--- src/logic/csd_pkg.sv ---
// Purpose: Shared constants and types for the configuration strap decoder
// Assumes: 200 MHz mclk; pins are probed with switchable weak pull resistors
// Notes:   Register offsets are byte addresses on the plain register port
package csd_pkg;

   // Clock rate and probe timing
   localparam int unsigned CLK_PERIOD_PS  = 5000;       // 200 MHz mclk
   localparam int unsigned SETTLE_TIME_NS = 100;        // Weak pull settle time
   // Least time, so round up to whole cycles
   localparam int unsigned SETTLE_CYCLES  =
      (SETTLE_TIME_NS * 1000 + CLK_PERIOD_PS - 1) / CLK_PERIOD_PS;
   localparam int unsigned CNT_W          = 16;         // Settle counter width

   // Register bus geometry
   localparam int unsigned ADDR_W         = 8;
   localparam int unsigned DATA_W         = 32;
   localparam logic [7:0]  OFS_CTRL       = 8'h00;      // Control register
   localparam logic [7:0]  OFS_STATUS     = 8'h04;      // Decoded strap status

   // Control field positions and reset values
   localparam int unsigned CTRL_SCAN_BIT  = 0;          // Pin probing enable
   localparam logic        CTRL_SCAN_RST  = 1'b1;

   // Status field positions
   localparam int unsigned ST_MODE_LSB    = 0;          // Mode pin state [1:0]
   localparam int unsigned ST_AMP_LSB     = 2;          // Amplitude pin state [3:2]
   localparam int unsigned ST_EDGE_LSB    = 4;          // Edge pin state [5:4]
   localparam int unsigned ST_VALID_BIT   = 6;          // Decode complete
   localparam int unsigned ST_SERIAL_BIT  = 7;          // Serial control active

   // Pin input vector positions
   localparam int unsigned PIN_MODE       = 0;
   localparam int unsigned PIN_AMP        = 1;
   localparam int unsigned PIN_EDGE       = 2;
   localparam int unsigned PIN_CS         = 3;
   localparam int unsigned PIN_N          = 4;

   // Resolved level of one three-state pin
   typedef enum logic [1:0] {
      PS_LOW,
      PS_HIGH,
      PS_FLOAT,
      PS_UNKNOWN
   } csd_pin_state_t;

endpackage : csd_pkg

--- src/logic/csd_strap_decoder.sv ---
// Purpose: Decode the three-state control pins into converter configuration
// Assumes: Pins are asynchronous board straps or an external serial host
// Notes:   Mode, amplitude and edge pins are probed with weak pull-up then pull-down to find floats; cs is not
//
// Function
// - Pin mode: serial idle, pins set everything
// - Mode pin driven selects pin mode; float serial
// - Mode low 650 mV range, high 870 mV
// - Amplitude pin low 0.50 V, high 0.70 V
// - Edge pin low falling, high rising
// - Edge pin floating gives double data rate
// - Serial mode: amp clock, edge data, cs
`timescale 1ns/1ps
module csd_strap_decoder #(
   parameter int unsigned SETTLE = csd_pkg::SETTLE_CYCLES
) (
   input  wire logic                        mclk,
   input  wire logic                        rst_b,
   input  wire logic                        ce,
   // Configuration pins
   input  wire logic                        mode_pin,
   input  wire logic                        amp_pin,
   input  wire logic                        edge_pin,
   input  wire logic                        cs_pin,
   // Weak bias controls for the probed pins
   output logic                             mode_pull_up_en,
   output logic                             mode_pull_dn_en,
   output logic                             amp_pull_up_en,
   output logic                             amp_pull_dn_en,
   output logic                             edge_pull_up_en,
   output logic                             edge_pull_dn_en,
   // Register port
   input  wire logic [csd_pkg::ADDR_W-1:0]  reg_addr,
   input  wire logic [csd_pkg::DATA_W-1:0]  reg_wdata,
   input  wire logic                        reg_wr,
   input  wire logic                        reg_rd,
   output logic      [csd_pkg::DATA_W-1:0]  reg_rdata,
   // Decoded configuration
   output logic                             config_valid,
   output logic                             serial_mode,
   output logic                             range_high,
   output logic                             swing_high,
   output logic                             edge_rising,
   output logic                             ddr_enable,
   // Serial interface toward the register engine
   output logic                             serial_clock,
   output logic                             serial_data_input,
   output logic                             serial_chip_select_b
);
   import csd_pkg::*;

   // Pin synchronisers
   logic [PIN_N-1:0]       meta_q,  meta_d;      // First stage, read only by second
   logic [PIN_N-1:0]       sync_q,  sync_d;      // Second stage, safe to use

   // Control register
   logic                   scan_q,  scan_d;      // Probing enable

   // Read data register
   logic [DATA_W-1:0]      rdata_q, rdata_d;

   // Decoded configuration registers
   logic                   valid_q,  valid_d;
   logic                   serial_q, serial_d;
   logic                   range_q,  range_d;
   logic                   swing_q,  swing_d;
   logic                   rise_q,   rise_d;
   logic                   ddr_q,    ddr_d;

   // Serial pass-through registers
   logic                   sclk_q,   sclk_d;
   logic                   sdat_q,   sdat_d;
   logic                   csel_b_q, csel_b_d;

   // Resolver results
   csd_pin_state_t         mode_st,  amp_st,  edge_st;
   logic                   mode_vld, amp_vld, edge_vld;
   logic                   mode_driven;          // Mode pin is strapped
   logic                   side_en;              // Probe amplitude and edge pins

   // Synchroniser next values
   always_comb begin
      meta_d = {cs_pin, edge_pin, amp_pin, mode_pin};
      sync_d = meta_q;
   end

   // Synchroniser flops
   always_ff @(posedge mclk or negedge rst_b) begin
      if (!rst_b) begin
         meta_q <= '0;
         sync_q <= '0;
      end else if (ce) begin
         meta_q <= meta_d;
         sync_q <= sync_d;
      end
   end

   // Mode pin must be resolved before the others mean anything
   assign mode_driven = mode_vld && (mode_st == PS_LOW || mode_st == PS_HIGH);
   // In serial mode the shared pins carry traffic, so never bias them
   assign side_en     = scan_q && mode_driven;

   // Mode-select pin, probed whenever scan_q is set
   csd_strap_resolver #(
      .SETTLE      (SETTLE)
   ) u_mode (
      .mclk        (mclk),
      .rst_b       (rst_b),
      .ce          (ce),
      .enable      (scan_q),
      .pin_sync    (sync_q[PIN_MODE]),
      .pull_up_en  (mode_pull_up_en),
      .pull_dn_en  (mode_pull_dn_en),
      .pin_state   (mode_st),
      .state_valid (mode_vld)
   );

   // Output-amplitude pin
   csd_strap_resolver #(
      .SETTLE      (SETTLE)
   ) u_amp (
      .mclk        (mclk),
      .rst_b       (rst_b),
      .ce          (ce),
      .enable      (side_en),
      .pin_sync    (sync_q[PIN_AMP]),
      .pull_up_en  (amp_pull_up_en),
      .pull_dn_en  (amp_pull_dn_en),
      .pin_state   (amp_st),
      .state_valid (amp_vld)
   );

   // Output-edge pin
   csd_strap_resolver #(
      .SETTLE      (SETTLE)
   ) u_edge (
      .mclk        (mclk),
      .rst_b       (rst_b),
      .ce          (ce),
      .enable      (side_en),
      .pin_sync    (sync_q[PIN_EDGE]),
      .pull_up_en  (edge_pull_up_en),
      .pull_dn_en  (edge_pull_dn_en),
      .pin_state   (edge_st),
      .state_valid (edge_vld)
   );

   // Configuration decode; selections only move on a complete result
   always_comb begin
      valid_d  = valid_q;
      serial_d = serial_q;
      range_d  = range_q;
      swing_d  = swing_q;
      rise_d   = rise_q;
      ddr_d    = ddr_q;
      if (mode_vld && mode_st == PS_FLOAT) begin
         // Serial control; pin-set fields keep their last value
         serial_d = 1'b1;
         valid_d  = 1'b1;
      end else if (mode_driven) begin
         serial_d = 1'b0;
         range_d  = (mode_st == PS_HIGH);
         if (amp_vld && edge_vld) begin
            valid_d = 1'b1;
            // Floating amplitude has no meaning: hold last swing
            if (amp_st != PS_FLOAT) begin
               swing_d = (amp_st == PS_HIGH);
            end
            if (edge_st == PS_FLOAT) begin
               // Both edges launch data; edge choice ignored
               ddr_d  = 1'b1;
            end else begin
               ddr_d  = 1'b0;
               rise_d = (edge_st == PS_HIGH);
            end
         end
      end
   end

   // Configuration registers
   always_ff @(posedge mclk or negedge rst_b) begin
      if (!rst_b) begin
         valid_q  <= 1'b0;
         serial_q <= 1'b0;
         range_q  <= 1'b0;
         swing_q  <= 1'b0;
         rise_q   <= 1'b0;
         ddr_q    <= 1'b0;
      end else if (ce) begin
         valid_q  <= valid_d;
         serial_q <= serial_d;
         range_q  <= range_d;
         swing_q  <= swing_d;
         rise_q   <= rise_d;
         ddr_q    <= ddr_d;
      end
   end

   // Serial pins pass only in serial mode; otherwise held idle
   always_comb begin
      if (serial_q) begin
         sclk_d  = sync_q[PIN_AMP];
         sdat_d  = sync_q[PIN_EDGE];
         csel_b_d = sync_q[PIN_CS];
      end else begin
         // Deselected so the serial engine sees no traffic
         sclk_d  = 1'b0;
         sdat_d  = 1'b0;
         csel_b_d = 1'b1;
      end
   end

   // Serial pass-through registers
   always_ff @(posedge mclk or negedge rst_b) begin
      if (!rst_b) begin
         sclk_q  <= 1'b0;
         sdat_q  <= 1'b0;
         csel_b_q <= 1'b1;
      end else if (ce) begin
         sclk_q  <= sclk_d;
         sdat_q  <= sdat_d;
         csel_b_q <= csel_b_d;
      end
   end

   // Register writes and read data capture
   always_comb begin
      scan_d  = scan_q;
      rdata_d = '0;
      if (reg_wr && reg_addr == OFS_CTRL) begin
         scan_d = reg_wdata[CTRL_SCAN_BIT];
      end
      if (reg_rd) begin
         case (reg_addr)
            OFS_CTRL: begin
               rdata_d[CTRL_SCAN_BIT] = scan_q;
            end
            OFS_STATUS: begin
               rdata_d[ST_MODE_LSB +: 2] = mode_st;
               rdata_d[ST_AMP_LSB  +: 2] = amp_st;
               rdata_d[ST_EDGE_LSB +: 2] = edge_st;
               rdata_d[ST_VALID_BIT]     = valid_q;
               rdata_d[ST_SERIAL_BIT]    = serial_q;
            end
            default: begin
               // Unmapped addresses read as zero
               rdata_d = '0;
            end
         endcase
      end
   end

   // Register flops; read data stands one cycle only
   always_ff @(posedge mclk or negedge rst_b) begin
      if (!rst_b) begin
         scan_q  <= CTRL_SCAN_RST;
         rdata_q <= '0;
      end else if (ce) begin
         scan_q  <= scan_d;
         rdata_q <= rdata_d;
      end
   end

   // Configuration, serial and read data outputs straight from flops
   assign config_valid         = valid_q;
   assign serial_mode          = serial_q;
   assign range_high           = range_q;
   assign swing_high           = swing_q;
   assign edge_rising          = rise_q;
   assign ddr_enable           = ddr_q;
   assign serial_clock         = sclk_q;
   assign serial_data_input    = sdat_q;
   assign serial_chip_select_b = csel_b_q;
   assign reg_rdata            = rdata_q;

endmodule : csd_strap_decoder

--- src/logic/csd_strap_resolver.sv ---
// Purpose: Resolve one configuration pin into driven low, driven high or floating
// Assumes: Pin input already synchronised; pull outputs bias the pad weakly
// Notes:   A floating pin follows the applied pull, a driven pin ignores it
`timescale 1ns/1ps
module csd_strap_resolver #(
   parameter int unsigned SETTLE = csd_pkg::SETTLE_CYCLES
) (
   input  wire logic                    mclk,
   input  wire logic                    rst_b,
   input  wire logic                    ce,
   input  wire logic                    enable,
   input  wire logic                    pin_sync,
   output logic                         pull_up_en,
   output logic                         pull_dn_en,
   output csd_pkg::csd_pin_state_t      pin_state,
   output logic                         state_valid
);
   import csd_pkg::*;

   // Probe sequence states
   typedef enum logic [1:0] {
      RS_IDLE,
      RS_UP,
      RS_DN
   } csd_rs_state_t;

   csd_rs_state_t            st_q,    st_d;       // Probe phase
   logic [CNT_W-1:0]         cnt_q,   cnt_d;      // Settle counter
   logic                     up_q,    up_d;       // Level seen under pull-up
   csd_pin_state_t           res_q,   res_d;      // Resolved state
   logic                     vld_q,   vld_d;      // At least one full scan

   localparam logic [CNT_W-1:0] LAST = CNT_W'(SETTLE - 1);

   // Next-state logic for the probe sequence
   always_comb begin
      st_d  = st_q;
      cnt_d = cnt_q;
      up_d  = up_q;
      res_d = res_q;
      vld_d = vld_q;
      case (st_q)
         RS_IDLE: begin
            // Serial use of the pin: no pulls, keep last decode
            cnt_d = '0;
            if (enable) begin
               st_d = RS_UP;
            end
         end
         RS_UP: begin
            if (!enable) begin
               st_d = RS_IDLE;
            end else if (cnt_q == LAST) begin
               up_d  = pin_sync;
               cnt_d = '0;
               st_d  = RS_DN;
            end else begin
               cnt_d = cnt_q + 1'b1;
            end
         end
         RS_DN: begin
            if (!enable) begin
               st_d = RS_IDLE;
            end else if (cnt_q == LAST) begin
               cnt_d = '0;
               st_d  = RS_UP;
               // Compare the two probe results
               if (up_q && !pin_sync) begin
                  res_d = PS_FLOAT;
                  vld_d = 1'b1;
               end else if (up_q == pin_sync) begin
                  res_d = pin_sync ? PS_HIGH : PS_LOW;
                  vld_d = 1'b1;
               end
               // Up low / down high is a glitch: keep the old result
            end else begin
               cnt_d = cnt_q + 1'b1;
            end
         end
         default: begin
            st_d = RS_IDLE;
         end
      endcase
   end

   // State registers, frozen while ce is low
   always_ff @(posedge mclk or negedge rst_b) begin
      if (!rst_b) begin
         st_q  <= RS_IDLE;
         cnt_q <= '0;
         up_q  <= 1'b0;
         res_q <= PS_UNKNOWN;
         vld_q <= 1'b0;
      end else if (ce) begin
         st_q  <= st_d;
         cnt_q <= cnt_d;
         up_q  <= up_d;
         res_q <= res_d;
         vld_q <= vld_d;
      end
   end

   assign pull_up_en  = (st_q == RS_UP);
   assign pull_dn_en  = (st_q == RS_DN);
   assign pin_state   = res_q;
   assign state_valid = vld_q;

endmodule : csd_strap_resolver

--- config.mk ---
export PLATFORM = sky130hd
export DESIGN_NAME = csd_strap_decoder
export DESIGN_NICKNAME = d
export VERILOG_FILES = /design/src/logic/csd_pkg.sv /design/src/logic/csd_strap_decoder.sv /design/src/logic/csd_strap_resolver.sv
export SDC_FILE = /design/constraint.sdc
export NUM_CORES = 1
export LEC_CHECK = 0
export BUFFER_PORTS_ARGS = -buffer_cell sky130_fd_sc_hd__buf_4
export CAP_MARGIN = 20
export CELL_PAD_IN_SITES_DETAIL_PLACEMENT = 0
export CELL_PAD_IN_SITES_GLOBAL_PLACEMENT = 2
export CORE_AREA = 2 2 96 168
export DETAILED_ROUTE_END_ITERATION = 8
export DIE_AREA = 0 0 98 170
export PLACE_DENSITY = 0.84
export SLEW_MARGIN = 0
export SYNTH_ARGS = -nofsm -noshare
export SYNTH_HDL_FRONTEND = slang
export SYNTH_SLANG_ARGS = --single-unit
--- constraint.sdc ---
create_clock -name mclk -period 2.7 [get_ports mclk]
set_input_delay 0.81 -clock mclk [delete_from_list [all_inputs] [get_ports mclk]]
set_output_delay 0.81 -clock mclk [all_outputs]
set_load 0.05 [all_outputs]
==> flow_metrics.tcl, run 1 <==
set metrics [dict create \
    status "finished, final reports clean" \
    fin_tns_setup_ps 0 \
    ys_warn_count 0 \
    synthToLayoutAreaGrowth_pct 13.3 \
    instances_no_fill 772 \
    numCtsBuffers 9 \
    setup_viol 0 \
    clkTransAtPathRegs_ps 70 \
    drc 0 \
    drive_gt1_frac 0.174 \
    p_leak_nw 2.53 \
    clk_path_buf_depth 2 \
    h-tree-depth 3 \
    fin_crit_sh 0.815 \
    die_h_um 170 \
    cp.required_ps 2940 \
    synth_edf_count 0 \
    post_cts_buffers 0 \
    ys.flop_type "dfrtp_1" \
    vias_per_cell 5.53 \
    fin_crit_ps 2200 \
    syn_area_per_cell_sq_um 9.56 \
    grt_usage 0.152 \
    root_buffer "clkbuf_16" \
    r2r_cells 5 \
    synth_top_family_by_area "simple AND/OR/NAND/NOR gates" \
    io_pins 96 \
    grt_antenna_before_repair 0 \
    synth_area_sq_um 5250 \
    synthCells 549 \
    ir_drop_mv 0.305 \
    drt_first_pass_iters 4 \
    post_cts_resized 0 \
    whs_ps 393 \
    wirelength_um 12500 \
    cp-start-kind "register" \
    dp_cells 756 \
    diodes 0 \
    synth_top_area_frac 0.400 \
    regToRegSetupSlack_ps 500 \
    yosysTopAreaCell "dfrtp_1" \
    synthXorXnorAreaFrac 0.0167 \
    async_flop_share 1.00 \
    port_buffers 40 \
    gp_congestion 0.833 \
    grt_max_degree 63 \
    core_area_sq_um 15200 \
    arrival_ps 2440 \
    tightestPinTransition_ps 623 \
    hpwl_um 9090 \
    final_nets 645 \
    hold_viol_final 0 \
    reg2reg_from "u_mode.cnt_q[0]$_DFFE_PN0P_" \
    first_global_vias 4321 \
    regToRegEndpoint "u_mode.st_q[0]$_DFFE_PN0P_" \
    layout.cells.most_common "dfrtp_1" \
    cts_tree "yes" \
    muxShareOfSynthArea 0.0441 \
    path_class "register to register" \
    ant_nets 0 \
    maxSlewViolCount 0 \
    synth.distinct_cells 56 \
    synthSimpleGateAreaFrac 0.229 \
    dr_total_vias 4269 \
    layout_common_cells "dfrtp_1, buf_4, nand2_1, inv_1, a31oi_1" \
    cts_sinks 92 \
    path_max_fanout 7 \
    die_x_um 98 \
    drv_cap 0 \
    rsz0062_at_grt "no" \
    synthTopCellsByArea "dfrtp_1, dfstp_2, a31oi_1" \
    hold_buffers 0 \
    die-area_sq_um 16700 \
    core.rowCount 60 \
    grt_first_pass_wirelength_um 20800 \
    routedWlPerCell_um 16.2 \
    powerDensity_nw_per_um2 589 \
    synthAdderAreaFrac 0.0357 \
    fin_skew_ps 9.58 \
    ys_seq_elements 92 \
    synth-compound-area-share 0.148 \
    hold_class "primary input to async pin" \
    insertion_delay_ps 350 \
    end_kind "register" \
    max_freq_mhz 455 \
    start_util 0.344 \
    grt-ovfl-total 0 \
    yosysSeqAreaShare 0.440 \
    relSlewSlack 0.580 \
    drt_iter0_drc 190 \
]
-- state kept, by name (all words and copies together) (netlist names), 2 cells and up --
name              cells
sync_q                4
u_amp.cnt_q          16
u_edge.st_q           2
u_edge.pin_state      2
u_edge.cnt_q         16
u_mode.pin_state      2
u_mode.st_q           2
reg_rdata             8
u_amp.st_q            2
u_mode.cnt_q         16
u_amp.pin_state       2
meta_q                4
-- worst max-delay path by stage --
stage / start / end / slack, ps / depth (start not counted)
floorplan: ce / u_edge.cnt_q[13]$_DFFE_PN0P_ / 780 / 6
global placement: ce / u_amp.cnt_q[4]$_DFFE_PN0P_ / 470 / 5
detailed placement: ce / u_amp.cnt_q[5]$_DFFE_PN0P_ / 450 / 5
CTS: u_amp.st_q[1]$_DFFE_PN0P_ / amp_pull_up_en / 500 / 3
global route: u_amp.st_q[0]$_DFFE_PN0P_ / u_amp.cnt_q[2]$_DFFE_PN0P_ / 320 / 6
finish: u_mode.cnt_q[0]$_DFFE_PN0P_ / u_mode.st_q[0]$_DFFE_PN0P_ / 500 / 5
-- cell families (layout without fill, tap and decap cells) --
group | count (synthesis) | count (layout)
buf+inv | 85 | 99
flops | 92 | 92
other cells | 1 | 24
xor+xnor | 10 | 10
compound gates | 118 | 118
fa+ha+maj | 15 | 15
mux | 21 | 21
simple gates | 207 | 207
-- through the flow --
step                instance area [sq um]  setup WS (ps)  total power [mW]  utilization
global route                         5950            325              3.67        0.390
detailed placement                   5640            447              2.23        0.370
CTS                                  5950            503              3.55        0.390
floorplan                            5340            782              2.03            -
finish                               5950            500              3.50        0.390
global placement                     5640            471              2.21        0.370
-- report_power, final --
part           switching [mW]  leakage, nW  internal, mW
logic                   0.492         1.15         0.225
registers              0.0545         1.23          1.43
clock network           0.575        0.141         0.731
-- cell type report --
type / instances / area, sq um
flip-flops and latches: 92 / 2310
multi-input cells: 395 / 2570
clock inverters: 7 / 81.3
inverters: 33 / 124
fillers: 1533 / 9290
repair buffers: 50 / 400
clock buffers: 9 / 225
well taps: 186 / 233
-- synthesized netlist by cell type, types with 6 or more instances --
cell / instances
a21oi_1: 16
a31oi_1: 31
a41oi_1: 9
and2_1: 8
and3_1: 6
buf_2: 6
buf_4: 25
clkbuf_1: 15
dfrtp_1: 84
dfstp_2: 8
ha_1: 15
inv_1: 33
mux2_2: 17
nand2_1: 34
nand3_1: 29
nand3b_1: 12
nand4_1: 26
nor2_1: 25
nor3_1: 9
nor4_1: 12
o211ai_1: 6
o21ai_0: 19
o22ai_1: 10
o31ai_1: 7
or4_1: 6
-- critical path, stage by stage (launching register included) --
cell and delay [ps]:
dfrtp_1 430, ha_1 300, nor4b_1 250, nand4_1 370, a21oi_1 370, mux2_2 360
-- metal layers --
| metal | track usage | up-vias | part of all wire |
|---|---|---|---|
| li1 | - | 2063 | - |
| met1 | 0.168 | 2100 | 0.40 |
| met2 | 0.282 | 84 | 0.55 |
| met3 | 0.0255 | 22 | 0.027 |
| met4 | 0.0658 | 0 | 0.026 |
| met5 | 0 | - | 0 |
(Power assumes the default switching activity.)
==> run 2, diff against run 1 <==
==> constraint.sdc (replaced) <==
create_clock -name mclk -period 2.3 [get_ports mclk]
set_input_delay 0.69 -clock mclk [delete_from_list [all_inputs] [get_ports mclk]]
set_output_delay 0.69 -clock mclk [all_outputs]
set_load 0.05 [all_outputs]
==> run 2 against run 1 <==
  * Cell area is 1.7% higher
  * Core utilization rose by 0.68 points
  * Combinational power increased by 20%
  * Sequential power up 18%
  * First-iteration DRC count is 2.6% higher
  * Sequential share of layout area is 0.67 points lower
  * Worst hold slack worse by 95 ps
  * Setup slack lost 320 ps
  * Fmax up 3.9%
  * Routed wire length rose by 2.6%
  * Global-route usage grew 0.27 points
  * Highest routed layer unchanged
==> flow_metrics.tcl, run 2 (same netlist as run 1, synthesis figures left out) <==
set metrics [dict create \
    ant_nets 0 \
    ir_drop_mv 0.467 \
    die_h_um 170 \
    cts_sinks 92 \
    numCtsBuffers 9 \
    port_buffers 40 \
    seq_power_share 0.416 \
    wirelength_um 12800 \
    whs_ps 298 \
    cp-start-kind "register" \
    hpwl_um 9490 \
    status "finished, final reports clean" \
    powerDensity_nw_per_um2 690 \
    drive_gt1_frac 0.189 \
    end_kind "register" \
    grt_max_degree 38 \
    clkTransAtPathRegs_ps 80 \
    fin_crit_ps 2120 \
    finalPower_mw 4.17 \
    first_global_vias 4393 \
    switchingPower_mw 1.35 \
    path_max_fanout 8 \
    hold_viol_final 0 \
    grt_first_pass_wirelength_um 21200 \
    synthToLayoutAreaGrowth_pct 15.3 \
    fin_skew_ps 12.6 \
    drt_first_pass_iters 4 \
    cts_tree "yes" \
    core_area_sq_um 15200 \
    path_class "register to register" \
    arrival_ps 2390 \
    switching_share 0.323 \
    post_cts_resized 0 \
    power_frac_comb 0.205 \
    cp.required_ps 2570 \
    die_x_um 98 \
    maxSlewViolCount 0 \
    final_nets 656 \
    rsz0062_at_grt "no" \
    diodes 0 \
    nFillCells 1530 \
    gp_congestion 0.841 \
    clk_path_buf_depth 2 \
    layout_common_cells "dfrtp_1, buf_4, nand2_1, inv_1, a31oi_1" \
    power_frac_clock 0.378 \
    pre_cts_slack_ps 184 \
    core.rowCount 60 \
    top_regs "u_amp.cnt_q: 16 flops, u_edge.cnt_q: 16 flops, u_mode.cnt_q: 16 flops" \
    fin_ws_ps 183 \
    grt_usage 0.154 \
    root_buffer "clkbuf_16" \
    fin_area_sq_um 6050 \
    vias_per_cell 5.55 \
    p_leak_nw 2.60 \
    regToRegSetupSlack_ps 180 \
    routedWlPerCell_um 16.4 \
    regToRegEndpoint "u_amp.cnt_q[6]$_DFFE_PN0P_" \
    fin_crit_sh 0.920 \
    grt-ovfl-total 0 \
    post_dp_cell_area_sq_um 5740 \
    max_freq_mhz 472 \
    drt_iter0_drc 195 \
    reg2reg_from "u_amp.st_q[0]$_DFFE_PN0P_" \
    hold_class "primary input to async pin" \
    die-area_sq_um 16700 \
    io_pins 96 \
    drv_cap 0 \
    r2r_cells 6 \
    dr_total_vias 4343 \
    tightestPinTransition_ps 532 \
    grt_antenna_before_repair 0 \
    fin_tns_setup_ps 0 \
    p_int_mw 2.83 \
    setup_viol 0 \
    h-tree-depth 3 \
    layout.cells.most_common "dfrtp_1" \
    drc 0 \
    relSlewSlack 0.645 \
    hold_buffers 0 \
    insertion_delay_ps 340 \
    post_cts_buffers 0 \
    start_util 0.344 \
]
run 2: changes by cell type in the layout (fill, tap and decap cells not counted):
| cell | before | now |
|---|---|---|
| inv_8 | 1 | 3 |
| buf_4 | 48 | 58 |
| inv_6 | 2 | 1 |
| buf_12 | 2 | 3 |
| clkinvlp_4 | 3 | 0 |
| clkinv_4 | 0 | 2 |
run 2: critical path: stages, from the launching register on:
cell and delay (ps):
dfrtp_1 400, inv_1 90, ha_1 350, nand2b_1 270, a21bo_2 320, or4_1 480
a21oi_1 150
run 2: area by class of cell:
type	count	area [sq um]	share of cell area
Inverter	33	124	0.0205
Clock inverter	7	90.1	0.0149
Multi-Input combinational cell	395	2570	0.425
Clock buffer	9	225	0.0372
Timing Repair Buffer	61	495	0.0819
Tap cell	186	233	0.0384
Sequential cell	92	2310	0.382
run 2: worst max path at each step:
stage,start,endpoint,cells after the start
5_1_grt,u_amp.st_q[0]$_DFFE_PN0P_,u_amp.cnt_q[6]$_DFFE_PN0P_,6
3_3_place_gp,u_amp.st_q[0]$_DFFE_PN0P_,u_amp.cnt_q[6]$_DFFE_PN0P_,6
2_1_floorplan,u_mode.st_q[0]$_DFFE_PN0P_,u_mode.cnt_q[7]$_DFFE_PN0P_,6
3_5_place_dp,u_amp.st_q[0]$_DFFE_PN0P_,u_amp.cnt_q[6]$_DFFE_PN0P_,6
4_1_cts,u_amp.st_q[0]$_DFFE_PN0P_,u_amp.cnt_q[6]$_DFFE_PN0P_,6
6_report,u_amp.st_q[0]$_DFFE_PN0P_,u_amp.cnt_q[6]$_DFFE_PN0P_,6
run 2: stage by stage:
| step | utilization | instances |
|---|---|---|
| floorplan | - | 572 |
| global placement | 0.377 | 767 |
| detailed placement | 0.377 | 767 |
| CTS | 0.397 | 783 |
| global route | 0.397 | 783 |
| finish | 0.397 | 783 |
run 2: layer usage:
layer	GRT usage	part of all wire
met1	0.174	0.40
met2	0.294	0.56
met3	0.0222	0.027
met4	0.0519	0.019
met5	0	0
run 2: power groups by stage:
stage	clock network [mW]	logic, mW	registers (mW)
after global routing	1.67	0.951	1.75
after detailed placement	0	0.862	1.77
final	1.58	0.856	1.74
after floorplan	0	0.629	1.75
after global placement	0	0.850	1.76
after CTS	1.61	0.866	1.74
